[config.mk]
export PLATFORM = sky130hd
export DESIGN_NAME = lcd_blink_refresh_control
export DESIGN_NICKNAME = d
export VERILOG_FILES = /design/src/verilog/lcd_timing_pkg.sv /design/src/verilog/lcd_timing_if.sv /design/src/verilog/lcd_frame_timebase.sv /design/src/verilog/lcd_blink_refresh_control.sv
export SDC_FILE = /design/constraint.sdc
export NUM_CORES = 1
export LEC_CHECK = 0
export BUFFER_PORTS_ARGS = -buffer_cell sky130_fd_sc_hd__clkbuf_2
export CORE_UTILIZATION = 67
export DETAILED_ROUTE_END_ITERATION = 16
export HOLD_SLACK_MARGIN = 0.06
export PLACE_DENSITY = 0.9
export SETUP_SLACK_MARGIN = 0.2
export SLEW_MARGIN = 20
export SYNTH_ARGS = -nofsm -noshare
export SYNTH_HDL_FRONTEND = slang
export SYNTH_SLANG_ARGS = --single-unit
[constraint.sdc]
create_clock -name i_sys_clk -period 6.75 [get_ports i_sys_clk]
set_input_delay 0 -clock i_sys_clk [delete_from_list [all_inputs] [get_ports i_sys_clk]]
set_output_delay 0 -clock i_sys_clk [all_outputs]
set_load 0.1 [all_outputs]
[src/verilog/lcd_timing_pkg.sv]
package lcd_timing_pkg;

    // clock rates
    localparam int CLK_HZ = 100_000_000;
    localparam int FAST_SRC_HZ = 2048;
    localparam int SLOW_SRC_HZ = 128;

    // special function register addresses
    localparam logic [7:0] ADDR_MAIN_CFG = 8'h95;
    localparam logic [7:0] ADDR_TIMING_CFG = 8'h96;
    localparam logic [7:0] ADDR_LADDER_CFG = 8'h9c;
    localparam logic [7:0] ADDR_REFRESH_CTRL = 8'hb1;
    localparam logic [7:0] REG_RESET = 8'h00;
    localparam logic [7:0] READ_UNMAPPED = 8'h00;

    // main configuration fields
    localparam int MAIN_DRV_EN_BIT = 7;
    localparam int MAIN_FLASH_EN_BIT = 5;
    localparam int MAIN_CLK_SEL_BIT = 3;
    localparam int MAIN_MUX_LSB = 0;

    // ladder and refresh fields
    localparam int LADDER_SEL_BIT = 6;
    localparam int REFRESH_INV_BIT = 6;
    localparam int REFRESH_DONE_BIT = 1;
    localparam int REFRESH_HOLD_BIT = 0;

    // timing configuration fields
    localparam int TIMING_SRC_LSB = 6;
    localparam int TIMING_RATE_LSB = 4;
    localparam int TIMING_FD_LSB = 0;

    // blink source codes
    localparam logic [1:0] BLINK_SW_OFF = 2'h0;
    localparam logic [1:0] BLINK_SW_ON = 2'h1;
    localparam logic [1:0] BLINK_FIXED = 2'h2;
    localparam logic [1:0] BLINK_RATE = 2'h3;

    // multiplex codes, zero is reserved and served as four-way
    localparam logic [1:0] MUX_2X = 2'h1;
    localparam logic [1:0] MUX_3X = 2'h2;

    // blink half periods in 128 Hz ticks
    localparam int TICK_W = 9;
    localparam logic [TICK_W-1:0] BLINK_HALF_2HZ = 9'h020;
    localparam logic [TICK_W-1:0] BLINK_HALF_1HZ = 9'h040;

    // frame length in source ticks, fast source: unit times divider steps
    localparam logic [3:0] FAST_UNIT_EVEN = 4'h8;
    localparam logic [3:0] FAST_UNIT_3X = 4'h6;
    localparam logic [5:0] FD_ZERO_STEPS = 6'h20;

    // frame length on the slow source: unit times multiplier
    localparam logic [3:0] SLOW_UNIT_2X = 4'h2;
    localparam logic [3:0] SLOW_UNIT_3X = 4'h3;
    localparam logic [3:0] SLOW_UNIT_4X = 4'h4;
    localparam logic [3:0] SLOW_MULT_FD15 = 4'h1;
    localparam logic [3:0] SLOW_MULT_FD0 = 4'h2;
    localparam logic [3:0] SLOW_MULT_STD = 4'h4;
    localparam logic [3:0] SLOW_MULT_2X_FD1 = 4'h4;
    localparam logic [3:0] SLOW_MULT_2X_FD2 = 4'h6;
    localparam logic [3:0] SLOW_MULT_2X_REST = 4'h8;
    localparam logic [3:0] FD_ONE = 4'h1;
    localparam logic [3:0] FD_TWO = 4'h2;
    localparam logic [3:0] FD_MAX = 4'hf;

endpackage : lcd_timing_pkg

[src/verilog/lcd_timing_if.sv]
interface lcd_timing_if;
    import lcd_timing_pkg::*;

    logic driver_en;
    logic clk_sel;
    logic [1:0] mux_sel;
    logic [3:0] frame_div;
    logic blink_hw_en;
    logic [TICK_W-1:0] blink_half;
    logic frame_start;
    logic blink_visible;

    modport ctrl (
        output driver_en, clk_sel, mux_sel, frame_div, blink_hw_en, blink_half,
        input frame_start, blink_visible
    );
    modport timebase (
        input driver_en, clk_sel, mux_sel, frame_div, blink_hw_en, blink_half,
        output frame_start, blink_visible
    );
endinterface : lcd_timing_if

[src/verilog/lcd_frame_timebase.sv]
module lcd_frame_timebase
    import lcd_timing_pkg::*;
#(
    parameter int FAST_DIV = CLK_HZ / FAST_SRC_HZ,
    parameter int SLOW_DIV = CLK_HZ / SLOW_SRC_HZ
)(
    // clock and reset
    input wire logic i_sys_clk,
    input wire logic i_resetn,
    // configuration in, frame and blink events out
    lcd_timing_if.timebase tb
);
    localparam int DIV_W = $clog2(SLOW_DIV + 1);

    if (FAST_DIV < 2 || SLOW_DIV <= FAST_DIV)
    begin : g_bad_div
        $error("prescaler divisors out of range");
    end

    typedef struct packed {
        logic [DIV_W-1:0] fast_cnt;
        logic [DIV_W-1:0] slow_cnt;
        logic [TICK_W-1:0] frame_cnt;
        logic [TICK_W-1:0] blink_cnt;
        logic blink_vis;
        logic frame_start;
    } tb_state_t;

    tb_state_t q, d;

    // frame length in source ticks for the chosen source, mux level and divider
    function automatic logic [TICK_W-1:0] frame_ticks(input logic slow, input logic [1:0] mux,
                                                      input logic [3:0] fd);
        logic [5:0] steps;
        logic [3:0] unit;
        logic [3:0] mult;
        steps = (fd == '0) ? FD_ZERO_STEPS : 6'(fd) + 6'h1;
        unit = (mux == MUX_3X) ? FAST_UNIT_3X : FAST_UNIT_EVEN;
        if (!slow)
        begin
            return TICK_W'(unit * steps);
        end
        unit = (mux == MUX_2X) ? SLOW_UNIT_2X : (mux == MUX_3X) ? SLOW_UNIT_3X : SLOW_UNIT_4X;
        if (fd == FD_MAX)
            mult = SLOW_MULT_FD15;
        else if (fd == '0)
            mult = SLOW_MULT_FD0;
        else if (mux != MUX_2X)
            mult = SLOW_MULT_STD;
        else if (fd == FD_ONE)
            mult = SLOW_MULT_2X_FD1;
        else if (fd == FD_TWO)
            mult = SLOW_MULT_2X_FD2;
        else
            mult = SLOW_MULT_2X_REST;
        return TICK_W'(unit * mult);
    endfunction : frame_ticks

    // prescalers, frame counter and blink phase
    always_comb
    begin
        logic fast_tick;
        logic slow_tick;
        logic src_tick;
        fast_tick = (q.fast_cnt == DIV_W'(FAST_DIV - 1));
        slow_tick = (q.slow_cnt == DIV_W'(SLOW_DIV - 1));
        src_tick = tb.clk_sel ? slow_tick : fast_tick; // see [RULE16]
        d = q;
        d.frame_start = 1'b0;
        d.fast_cnt = fast_tick ? '0 : q.fast_cnt + 1'b1;
        d.slow_cnt = slow_tick ? '0 : q.slow_cnt + 1'b1;
        if (!tb.driver_en)
        begin
            // a stopped driver restarts from a clean frame
            d.frame_cnt = '0;
        end
        else if (src_tick)
        begin
            if (q.frame_cnt + 1'b1 >= frame_ticks(tb.clk_sel, tb.mux_sel, tb.frame_div))
            begin
                d.frame_cnt = '0;
                d.frame_start = 1'b1; // see [RULE13]
            end
            else
            begin
                d.frame_cnt = q.frame_cnt + 1'b1;
            end
        end
        // blink runs from the 128 Hz base whatever the frame source
        if (!tb.blink_hw_en)
        begin
            d.blink_cnt = '0;
            d.blink_vis = 1'b1;
        end
        else if (slow_tick)
        begin
            if (q.blink_cnt + 1'b1 >= tb.blink_half)
            begin
                d.blink_cnt = '0;
                d.blink_vis = !q.blink_vis; // see [RULE18]
            end
            else
            begin
                d.blink_cnt = q.blink_cnt + 1'b1;
            end
        end
    end

    always_ff @(posedge i_sys_clk or negedge i_resetn)
    begin
        if (!i_resetn)
            q <= '{blink_vis: 1'b1, default: '0};
        else
            q <= d;
    end

    assign tb.frame_start = q.frame_start;
    assign tb.blink_visible = q.blink_vis;

endmodule : lcd_frame_timebase

[src/verilog/lcd_blink_refresh_control.sv]
// Summary of operation
// [RULE1] ladder bit 6 selects external resistor ladder
// [RULE2] software writes ladder reserved bits as zero
// [RULE3] inversion bit inverts every other frame
// [RULE4] software keeps refresh reserved bits cleared
// [RULE5] done flag set after update, new frame
// [RULE6] hold bit stops fetching display data
// [RULE7] fetching resumes at next frame after hold
// [RULE8] only software sets and clears hold
// [RULE9] blink codes 00 off, 01 on, software
// [RULE10] blink code 10 blinks at 2 Hz
// [RULE11] blink code 11 uses rate field
// [RULE12] rate field gives 1, 1/2, 1/3, 1/4 Hz
// [RULE13] frame divider field sets frame rate
// [RULE14] driver runs only while enable set
// [RULE15] blink modes act only while blink enabled
// [RULE16] 128 Hz source uses slower frame table
// [RULE17] done flag sticky until software clears it
// [RULE18] hardware blink uses equal on, off halves
// [RULE19] all fields reset to zero
module lcd_blink_refresh_control
    import lcd_timing_pkg::*;
#(
    parameter int FAST_DIV = CLK_HZ / FAST_SRC_HZ,
    parameter int SLOW_DIV = CLK_HZ / SLOW_SRC_HZ
)(
    // clock and reset
    input wire logic i_sys_clk,
    input wire logic i_resetn,
    // special function register access
    input wire logic [7:0] i_sfr_addr,
    input wire logic i_sfr_wr,
    input wire logic [7:0] i_sfr_wdata,
    output logic [7:0] o_sfr_rdata,
    // panel drive controls
    output logic o_driver_on,
    output logic o_ext_ladder_sel,
    output logic o_frame_start,
    output logic o_frame_invert,
    output logic o_fetch_en,
    output logic o_segments_visible
);
    typedef struct packed {
        logic [7:0] main_cfg;
        logic [7:0] timing_cfg;
        logic ext_ladder_sel;
        logic frame_invert_en;
        logic update_done_flag;
        logic hold;
        logic pending;
        logic fetch_en;
        logic frame_start;
        logic invert_phase;
        logic visible;
        logic [7:0] rdata;
    } ctrl_state_t;

    ctrl_state_t q, d;
    lcd_timing_if tif ();

    logic [1:0] blink_source_sel;
    logic [1:0] blink_rate_sel;
    logic flash_mode_en;

    assign blink_source_sel = q.timing_cfg[TIMING_SRC_LSB +: 2];
    assign blink_rate_sel = q.timing_cfg[TIMING_RATE_LSB +: 2];
    assign flash_mode_en = q.main_cfg[MAIN_FLASH_EN_BIT];

    // configuration handed to the timebase
    assign tif.driver_en = q.main_cfg[MAIN_DRV_EN_BIT]; // see [RULE14]
    assign tif.clk_sel = q.main_cfg[MAIN_CLK_SEL_BIT]; // see [RULE16]
    assign tif.mux_sel = q.main_cfg[MAIN_MUX_LSB +: 2];
    assign tif.frame_div = q.timing_cfg[TIMING_FD_LSB +: 4]; // see [RULE13]
    assign tif.blink_hw_en = flash_mode_en && blink_source_sel[1]; // see [RULE15]
    // rate n gives half period of (n + 1) / 2 seconds; fixed mode gives a quarter second
    assign tif.blink_half = (blink_source_sel == BLINK_FIXED) ? BLINK_HALF_2HZ // see [RULE10]
                          : TICK_W'(BLINK_HALF_1HZ * (blink_rate_sel + 1'b1)); // see [RULE12]

    lcd_frame_timebase #(
        .FAST_DIV(FAST_DIV),
        .SLOW_DIV(SLOW_DIV)
    ) u_timebase (
        .i_sys_clk(i_sys_clk),
        .i_resetn(i_resetn),
        .tb(tif.timebase)
    );

    // register writes, hold handshake, blink and inversion
    always_comb
    begin
        logic wr_ladder;
        logic wr_refresh;
        logic frame_evt;
        wr_ladder = i_sfr_wr && (i_sfr_addr == ADDR_LADDER_CFG);
        wr_refresh = i_sfr_wr && (i_sfr_addr == ADDR_REFRESH_CTRL);
        // a pulse already in flight is dropped when the driver goes off
        frame_evt = tif.frame_start && ((i_sfr_wr && (i_sfr_addr == ADDR_MAIN_CFG))
                    ? i_sfr_wdata[MAIN_DRV_EN_BIT] : tif.driver_en); // see [RULE14]
        d = q;
        d.frame_start = frame_evt;
        if (i_sfr_wr && (i_sfr_addr == ADDR_MAIN_CFG))
            d.main_cfg = i_sfr_wdata;
        if (i_sfr_wr && (i_sfr_addr == ADDR_TIMING_CFG))
            d.timing_cfg = i_sfr_wdata;
        // reserved ladder bits are not stored, software keeps them zero
        if (wr_ladder)
            d.ext_ladder_sel = i_sfr_wdata[LADDER_SEL_BIT]; // see [RULE1] [RULE2]
        if (wr_refresh)
        begin
            // reserved refresh bits are dropped, software keeps them clear
            d.frame_invert_en = i_sfr_wdata[REFRESH_INV_BIT]; // see [RULE3] [RULE4]
            d.hold = i_sfr_wdata[REFRESH_HOLD_BIT]; // see [RULE8]
            // writing one to the done flag has no effect
            if (!i_sfr_wdata[REFRESH_DONE_BIT])
                d.update_done_flag = 1'b0; // see [RULE17]
        end
        // releasing hold marks fresh data waiting for a frame
        if (q.hold && !d.hold)
            d.pending = 1'b1;
        if (q.hold)
        begin
            d.fetch_en = 1'b0; // see [RULE6]
        end
        else if (frame_evt)
        begin
            d.fetch_en = 1'b1; // see [RULE7]
            if (q.pending || (q.hold && !d.hold))
            begin
                d.pending = 1'b0;
                // set wins over a clear in the same cycle
                d.update_done_flag = 1'b1; // see [RULE5] [RULE17]
            end
        end
        // alternate polarity per frame only while inversion is enabled
        if (!q.frame_invert_en || !tif.driver_en)
            d.invert_phase = 1'b0;
        else if (frame_evt)
            d.invert_phase = !q.invert_phase; // see [RULE3]
        // segment visibility under blink control
        if (!flash_mode_en)
            d.visible = 1'b1; // see [RULE15]
        else
        begin
            unique case (blink_source_sel)
                BLINK_SW_OFF: d.visible = 1'b0; // see [RULE9]
                BLINK_SW_ON: d.visible = 1'b1; // see [RULE9]
                BLINK_FIXED, BLINK_RATE: d.visible = tif.blink_visible; // see [RULE10] [RULE11]
            endcase
        end
        // read data follows the address one cycle later
        unique case (i_sfr_addr)
            ADDR_MAIN_CFG: d.rdata = q.main_cfg;
            ADDR_TIMING_CFG: d.rdata = q.timing_cfg;
            ADDR_LADDER_CFG:
            begin
                d.rdata = REG_RESET;
                d.rdata[LADDER_SEL_BIT] = q.ext_ladder_sel;
            end
            ADDR_REFRESH_CTRL:
            begin
                d.rdata = REG_RESET;
                d.rdata[REFRESH_INV_BIT] = q.frame_invert_en;
                d.rdata[REFRESH_DONE_BIT] = q.update_done_flag;
                d.rdata[REFRESH_HOLD_BIT] = q.hold;
            end
            default: d.rdata = READ_UNMAPPED;
        endcase
    end

    always_ff @(posedge i_sys_clk or negedge i_resetn)
    begin
        if (!i_resetn)
            q <= '{visible: 1'b1, default: '0}; // see [RULE19]
        else
            q <= d;
    end

    // outputs straight from the state flops
    assign o_sfr_rdata = q.rdata;
    assign o_driver_on = q.main_cfg[MAIN_DRV_EN_BIT]; // see [RULE14]
    assign o_ext_ladder_sel = q.ext_ladder_sel;
    assign o_frame_start = q.frame_start;
    assign o_frame_invert = q.invert_phase;
    assign o_fetch_en = q.fetch_en;
    assign o_segments_visible = q.visible;

endmodule : lcd_blink_refresh_control

Yosys cells after proc, flatten, opt, wreduce, memory -nomap -nowiden. Index checks and enable logic that the tools add are counted.

$add $sub $neg: 6. Multipliers: 2. Magnitude comparators: 2. Eq/ne operators: 18. Muxes and demuxes: 49. Reduce and logical (&&, ||, !) cells: 20.

Operators with widths (number): 2-to-1 mux 9 bit (9); adder 20 x 1 -> 20 bit (second input constant) (2); 2-to-1 mux 20 bit (2); 2-to-1 mux 4 bit (10); equality test 8 bit (second input constant) (4); one-hot mux 8 bit (4 select lines) (1); equality test 20 x 16 -> 1 bit (second input constant) (1); equality test 20 bit (second input constant) (1); 2-to-1 mux 1 bit (20); 2-to-1 mux 10 bit (2); adder 9 x 1 -> 9 bit (second input constant) (2); greater-or-equal comparator 9 bit (2); multiplier 4 x 6 -> 9 bit (1); multiplier 4 x 4 -> 8 bit (1); logical AND 1 bit (7); equality test 2 bit (second input constant) (3); 2-to-1 mux 6 bit (1); adder 4 x 1 -> 5 bit (second input constant) (1); logical NOT 1 bit (5); equality test 2 x 1 -> 1 bit (second input constant) (2); equality test 4 x 1 -> 1 bit (second input constant) (1); equality test 4 x 2 -> 1 bit (second input constant) (1); equality test 4 bit (second input constant) (1); logical NOT 4 bit (1); 11 further kinds (16).

Bits in registers: 93. Bits of input ports: 19. Logic and storage cells: 115.

Depth between registers and ports, before layout.
Depth after elaboration: 17. Mapped depth: 23.

Cells and area by module. From an unflattened synthesis, not the netlist that was laid out.

Cell total of the unflattened synthesis: 594. Area, all modules: 5886.9 um2.

Modules (own cells, without submodules): lcd_frame_timebase (instances 1, cells each 473, area an instance 4375.4 um2); lcd_blink_refresh_control (instances 1, cells each 121, area an instance 1511.4 um2).

Worst setup path before layout. OpenSTA, ideal clock, no wires.

Path kind: reg2reg. From: register q[17] (netlist bit). To: register u_timebase.q[13] (netlist bit). Data arrival time: 4.343 ns. Data required time: 6.665 ns. Path slack: 2.322 ns. Cell stages (with the launch flop): 24. Buffers on the path: 1. Period minus slack after synthesis: 4.428 ns. Cells stage by stage: dfrtp_1 > clkbuf_1 > inv_1 > ha_1 > nor2_1 > nor2_1 > a21oi_1 > o32ai_1 > a21oi_1 > ha_1 > ha_1 > inv_1 > fa_1 > inv_1 > a21o_1 > a21oi_1 > o21ai_0 > or3b_2 > ha_1 > nand4_1 > nor2_1 > a21oi_1 > nand4_4 > o211ai_2.

Cells in the longest elaborated chain, start to end: 17. Elaborated cells on any way between the ends: 24.

Ends and longest elaborated chain: start, declared (RTL line lcd_blink_refresh_control.sv:58) `ctrl_state_t q, d;`; start signal, assigned (RTL line lcd_blink_refresh_control.sv:173) `q <= '{visible: 1'b1, default: '0};`; start signal, assigned (RTL line lcd_blink_refresh_control.sv:175) `q <= d;`; equality test 4 x 2 -> 1 bit (RTL line lcd_frame_timebase.sv:52) `else if (fd == FD_TWO)`; 2-to-1 mux 4 bit (RTL line lcd_frame_timebase.sv:52); 2-to-1 mux 4 bit (RTL line lcd_frame_timebase.sv:50) `else if (fd == FD_ONE)`; 2-to-1 mux 4 bit (RTL line lcd_frame_timebase.sv:48) `else if (mux != MUX_2X)`; 2-to-1 mux 4 bit (RTL line lcd_frame_timebase.sv:46) `else if (fd == '0)`; 2-to-1 mux 4 bit (RTL line lcd_frame_timebase.sv:44) `if (fd == FD_MAX)`; 2-to-1 mux 4 bit (RTL line lcd_frame_timebase.sv:43) `unit = (mux == MUX_2X) ? SLOW_UNIT_2X : (mux == MUX_3X) ? SLOW_UNIT_3X : SLOW_UNIT_4X;`; 2-to-1 mux 4 bit (RTL line lcd_frame_timebase.sv:77) `else if (src_tick)`; 2-to-1 mux 4 bit (RTL line lcd_frame_timebase.sv:72) `if (!tb.driver_en)`; multiplier 4 x 4 -> 8 bit (RTL line lcd_frame_timebase.sv:56) `return TICK_W'(unit * mult);`; 2-to-1 mux 9 bit (*) (RTL line lcd_frame_timebase.sv:43); 2-to-1 mux 9 bit (*) (RTL line lcd_frame_timebase.sv:77); 2-to-1 mux 9 bit (*) (RTL line lcd_frame_timebase.sv:72); greater-or-equal comparator 9 bit (*) (RTL line lcd_frame_timebase.sv:79) `if (q.frame_cnt + 1'b1 >= frame_ticks(tb.clk_sel, tb.mux_sel, tb.frame_div))`; 2-to-1 mux 9 bit (*) (RTL line lcd_frame_timebase.sv:79); 2-to-1 mux 9 bit (*) (RTL line lcd_frame_timebase.sv:77); 2-to-1 mux 9 bit (*) (RTL line lcd_frame_timebase.sv:72); end signal, assigned (RTL line lcd_frame_timebase.sv:112) `q <= '{blink_vis: 1'b1, default: '0};`; end signal, assigned (RTL line lcd_frame_timebase.sv:114) `q <= d;`; end, declared (RTL line lcd_frame_timebase.sv:29) `tb_state_t q, d;`.

Every way passes the cells marked *; elsewhere a longest branch is shown, timed or not. The select of a mux whose other input is x is not followed. A chain may end at the register's enable or synchronous reset.

Worst setup path after layout. Same ends and word-level chain as after synthesis.

==> results.cfg <==
[outcome]
status = completed

[hold_path]
hold_depth = 4
hp-class = input port to register

[die]
die_y_um = 95.4
core_area_um2 = 8340
rows = 33
fp.dieW_um = 95.4
io_pins = 33
start_util_pct = 70.1
die_area_um2 = 9110

[timing]
fin_crit_ps = 5060
tns_ps = 0
rsz0062_at_grt = false
maxSlewViolCount = 0
max_clock_freq_mhz = 198
hold_slack_ps = 98.8
worstMarginPinSlew_ps = 947
post-route-period-util_pct = 75.0
clock_skew_ps = 17.8
slew_headroom_pct = 36.4
hold_violations = 0
setup_viol = 0

[setup_path]
cpMaxStageDelayCell = dfrtp_1
cp.arrival_ps = 5340
path_class = register to register
worstRegToRegCells = 22
cpPeakStageDelay_ps = 580
crit_path_start_kind = register
crit_chain = inv_1 -> ha_1 -> nor2_1 -> nor2_1 -> a21oi_1 -> o32ai_1 -> a21oi_1 -> ha_1 -> ha_1 -> inv_1 -> fa_1 -> inv_1 -> a21o_1 -> a21oi_1 -> o21ai_0 -> or3b_2 -> ha_1 -> nand4_1 -> nor2_1 -> a21oi_1 -> nand4_4 -> o211ai_2
ff2ff_setup_slack_ps = 1690
worstPathRequired_ps = 7030
end_kind = register
worstPathMaxFanout = 10

[grt]
grt.total_usage_pct = 29.8
antenna_found_initial = 0
grt_pass1_wl_um = 20600
first_global_vias = 4448
grt_max_degree = 75
grt_overflow = 0

[final_layout]
areaGrowthSynthToFinish_pct = 7.87
layout.nets = 702
diodes = 0
fin_cells = 739
drive_above_1_share_pct = 13.9

[logic_synthesis]
yosys.area.top_type_share_pct = 38.9
synth_area_per_cell_um2 = 9.78
synth_area_um2 = 5850
yosys_warnings = 0
netlist_top_cells_count = 91 x dfrtp_1, 60 x nor2_1, 51 x ha_1
syn_inst = 598
synth.net_count = 671
synth_seq_cells = 93
async_reset_ff_share_pct = 100
synth_edf_count = 0
synth.yosys.seq_area_share_pct = 39.8
synthTopCellsByArea = dfrtp_1 39%, ha_1 11%, xnor2_1 4.3%
synth_top_area_cell = dfrtp_1
yosysMostFrequentCell = dfrtp_1
yosys_most_used_dff = dfrtp_1
synth_cell_types = 63

[pwr]
vdd_drop_max_v = 0.000138
p_comb_share_pct = 10.4
p_per_area_nw_per_um2 = 165
p_sw_mw = 0.292
p_total_mw = 1.04
clkPwrFrac_pct = 34.3
p_leak_nw = 3.14
p_int_mw = 0.746
switching_share_pct = 28.1
seqPwrFrac_pct = 55.3

[route]
vias = 4603
final_antenna_net_count = 0
wl_met2_um = 6520
drcViolationCount = 0
met1_length_um = 5510
firstDrtPassIters = 5
dr.max_layer_used = met4
drt-vias-per-instance = 6.23
wire_per_inst_um = 17.5
drt_iter0_drc = 300
wl_um = 12900
route.met3.wl_um = 498

[placement]
finalWeightedCongestion = 0.828
portBuffers = 32
hpwl_um = 8820
post-place-cells = 712

[flow_run]
cap_viol_max_count = 0

[cts]
cts_sinks = 93
htree_levels = 3
cts_root_buf = clkbuf_8
clock_latency_ps = 370
post-cts-setup-buffers = 0
cts_buffer_depth = 2
cts_tree = done
cts_buffers = 9
clkTransAtPathRegs_ps = 110
==> cells by family after synthesis <==
kind of cell / Yosys count / share of synthesized area, %
adders and majority gates: 54 / 11.9
muxes: 26 / 4.94
buffers and inverters: 59 / 4.75
xor gates and xnor gates: 51 / 7.64
AOI/OAI and AO/OA: 79 / 9.29
DFF: 93 / 39.8
and+or+nand+nor: 236 / 21.6
==> metal layers <==
layer  vias to the layer above  GRT usage (%)
met4                         0           13.6
met3                        43           5.18
met1                      2245           37.2
met2                       152           50.4
met5                         -              0
li1                       2163              -
==> final cells by class <==
class                      instances  area, um^2
clock buffer                       9         124
clock inverter                     7        67.6
fill                             548        2030
inverter                          34         128
multi-input combinational        446        3240
sequential                        93        2330
tap                              105         131
timing repair buffer              45         288
==> through the flow <==
stage,utilization (%),setup WS (ps),area (um^2)
2_1_floorplan,-,2320,5850
3_3_place_gp,72.0,2200,6010
3_5_place_dp,72.0,1900,6010
4_1_cts,75.6,1850,6310
5_1_grt,75.6,1360,6310
6_report,75.6,1690,6310
==> cell usage in the layout, fill, tap and decap left out, types with 3 or more instances in the layout <==
cell type / instances
buf_4: 3
nand2_1: 41
ha_1: 51
nand2b_1: 5
dfrtp_1: 91
nand4b_1: 4
nand4_1: 10
mux2i_1: 6
mux2_2: 19
and3_1: 14
o21ai_1: 10
nand3_1: 41
clkbuf_8: 9
clkbuf_2: 31
a22o_1: 8
o21ai_0: 10
xnor2_1: 29
fa_1: 3
a21o_1: 6
and2_1: 9
xor2_1: 22
o21a_1: 3
dlygate4sd3_1: 11
a21oi_1: 21
nor3_1: 10
nor2_1: 60
clkinvlp_4: 3
o2111ai_1: 4
inv_1: 34
nor2b_1: 9
or3_1: 3
and4_1: 6
nor4_1: 3
==> flip-flops by register name, indices dropped and copies added (netlist names) <==
register,cells
blink_rate_sel,2
o_fetch_en,1
u_timebase.tb.frame_start,1
o_frame_start,1
o_sfr_rdata,8
flash_mode_en,1
blink_source_sel,2
u_timebase.tb.blink_visible,1
o_frame_invert,1
o_ext_ladder_sel,1
o_driver_on,1
u_timebase.q,58
o_segments_visible,1
q,14
==> worst max-delay path: cells and delay by family, from the launching register on <==
family | cells | cell delay [ps]
adder cells (fa/ha/maj) | 5 | 1620
flip-flops | 1 | 580
AND/OR/NAND/NOR | 6 | 1160
AO/OA/AOI/OAI | 8 | 1350
buffers and inverters | 3 | 260
==> power by group through the flow <==
| stage | logic (mW) | registers (mW) | clock network (mW) |
|---|---|---|---|
| after floorplan | 0.0633 | 0.584 | 0 |
| after global placement | 0.0941 | 0.582 | 0 |
| after detailed placement | 0.102 | 0.584 | 0 |
| after CTS | 0.107 | 0.573 | 0.363 |
| after global routing | 0.122 | 0.574 | 0.386 |
| final | 0.108 | 0.574 | 0.356 |
==> worst paths after layout <==
kind | endpoint | start
min in group asynchronous | blink_rate_sel[1] | i_resetn
max in group asynchronous | u_timebase.q[13] | i_resetn
worst max-delay path | u_timebase.q[13] | q[17]
worst min register to register | u_timebase.q[59] | u_timebase.q[59]
worst min-delay path | o_ext_ladder_sel | i_sfr_addr[0]
worst max register to register | u_timebase.q[13] | q[17]
==> timing repair <==
action | 4_1_cts | 5_1_grt
endpoints found under the hold margin | 40 | 0
gates resized for setup | 0 | 0
hold buffers | 11 | 0
Power figures use the tool's default switching activity.
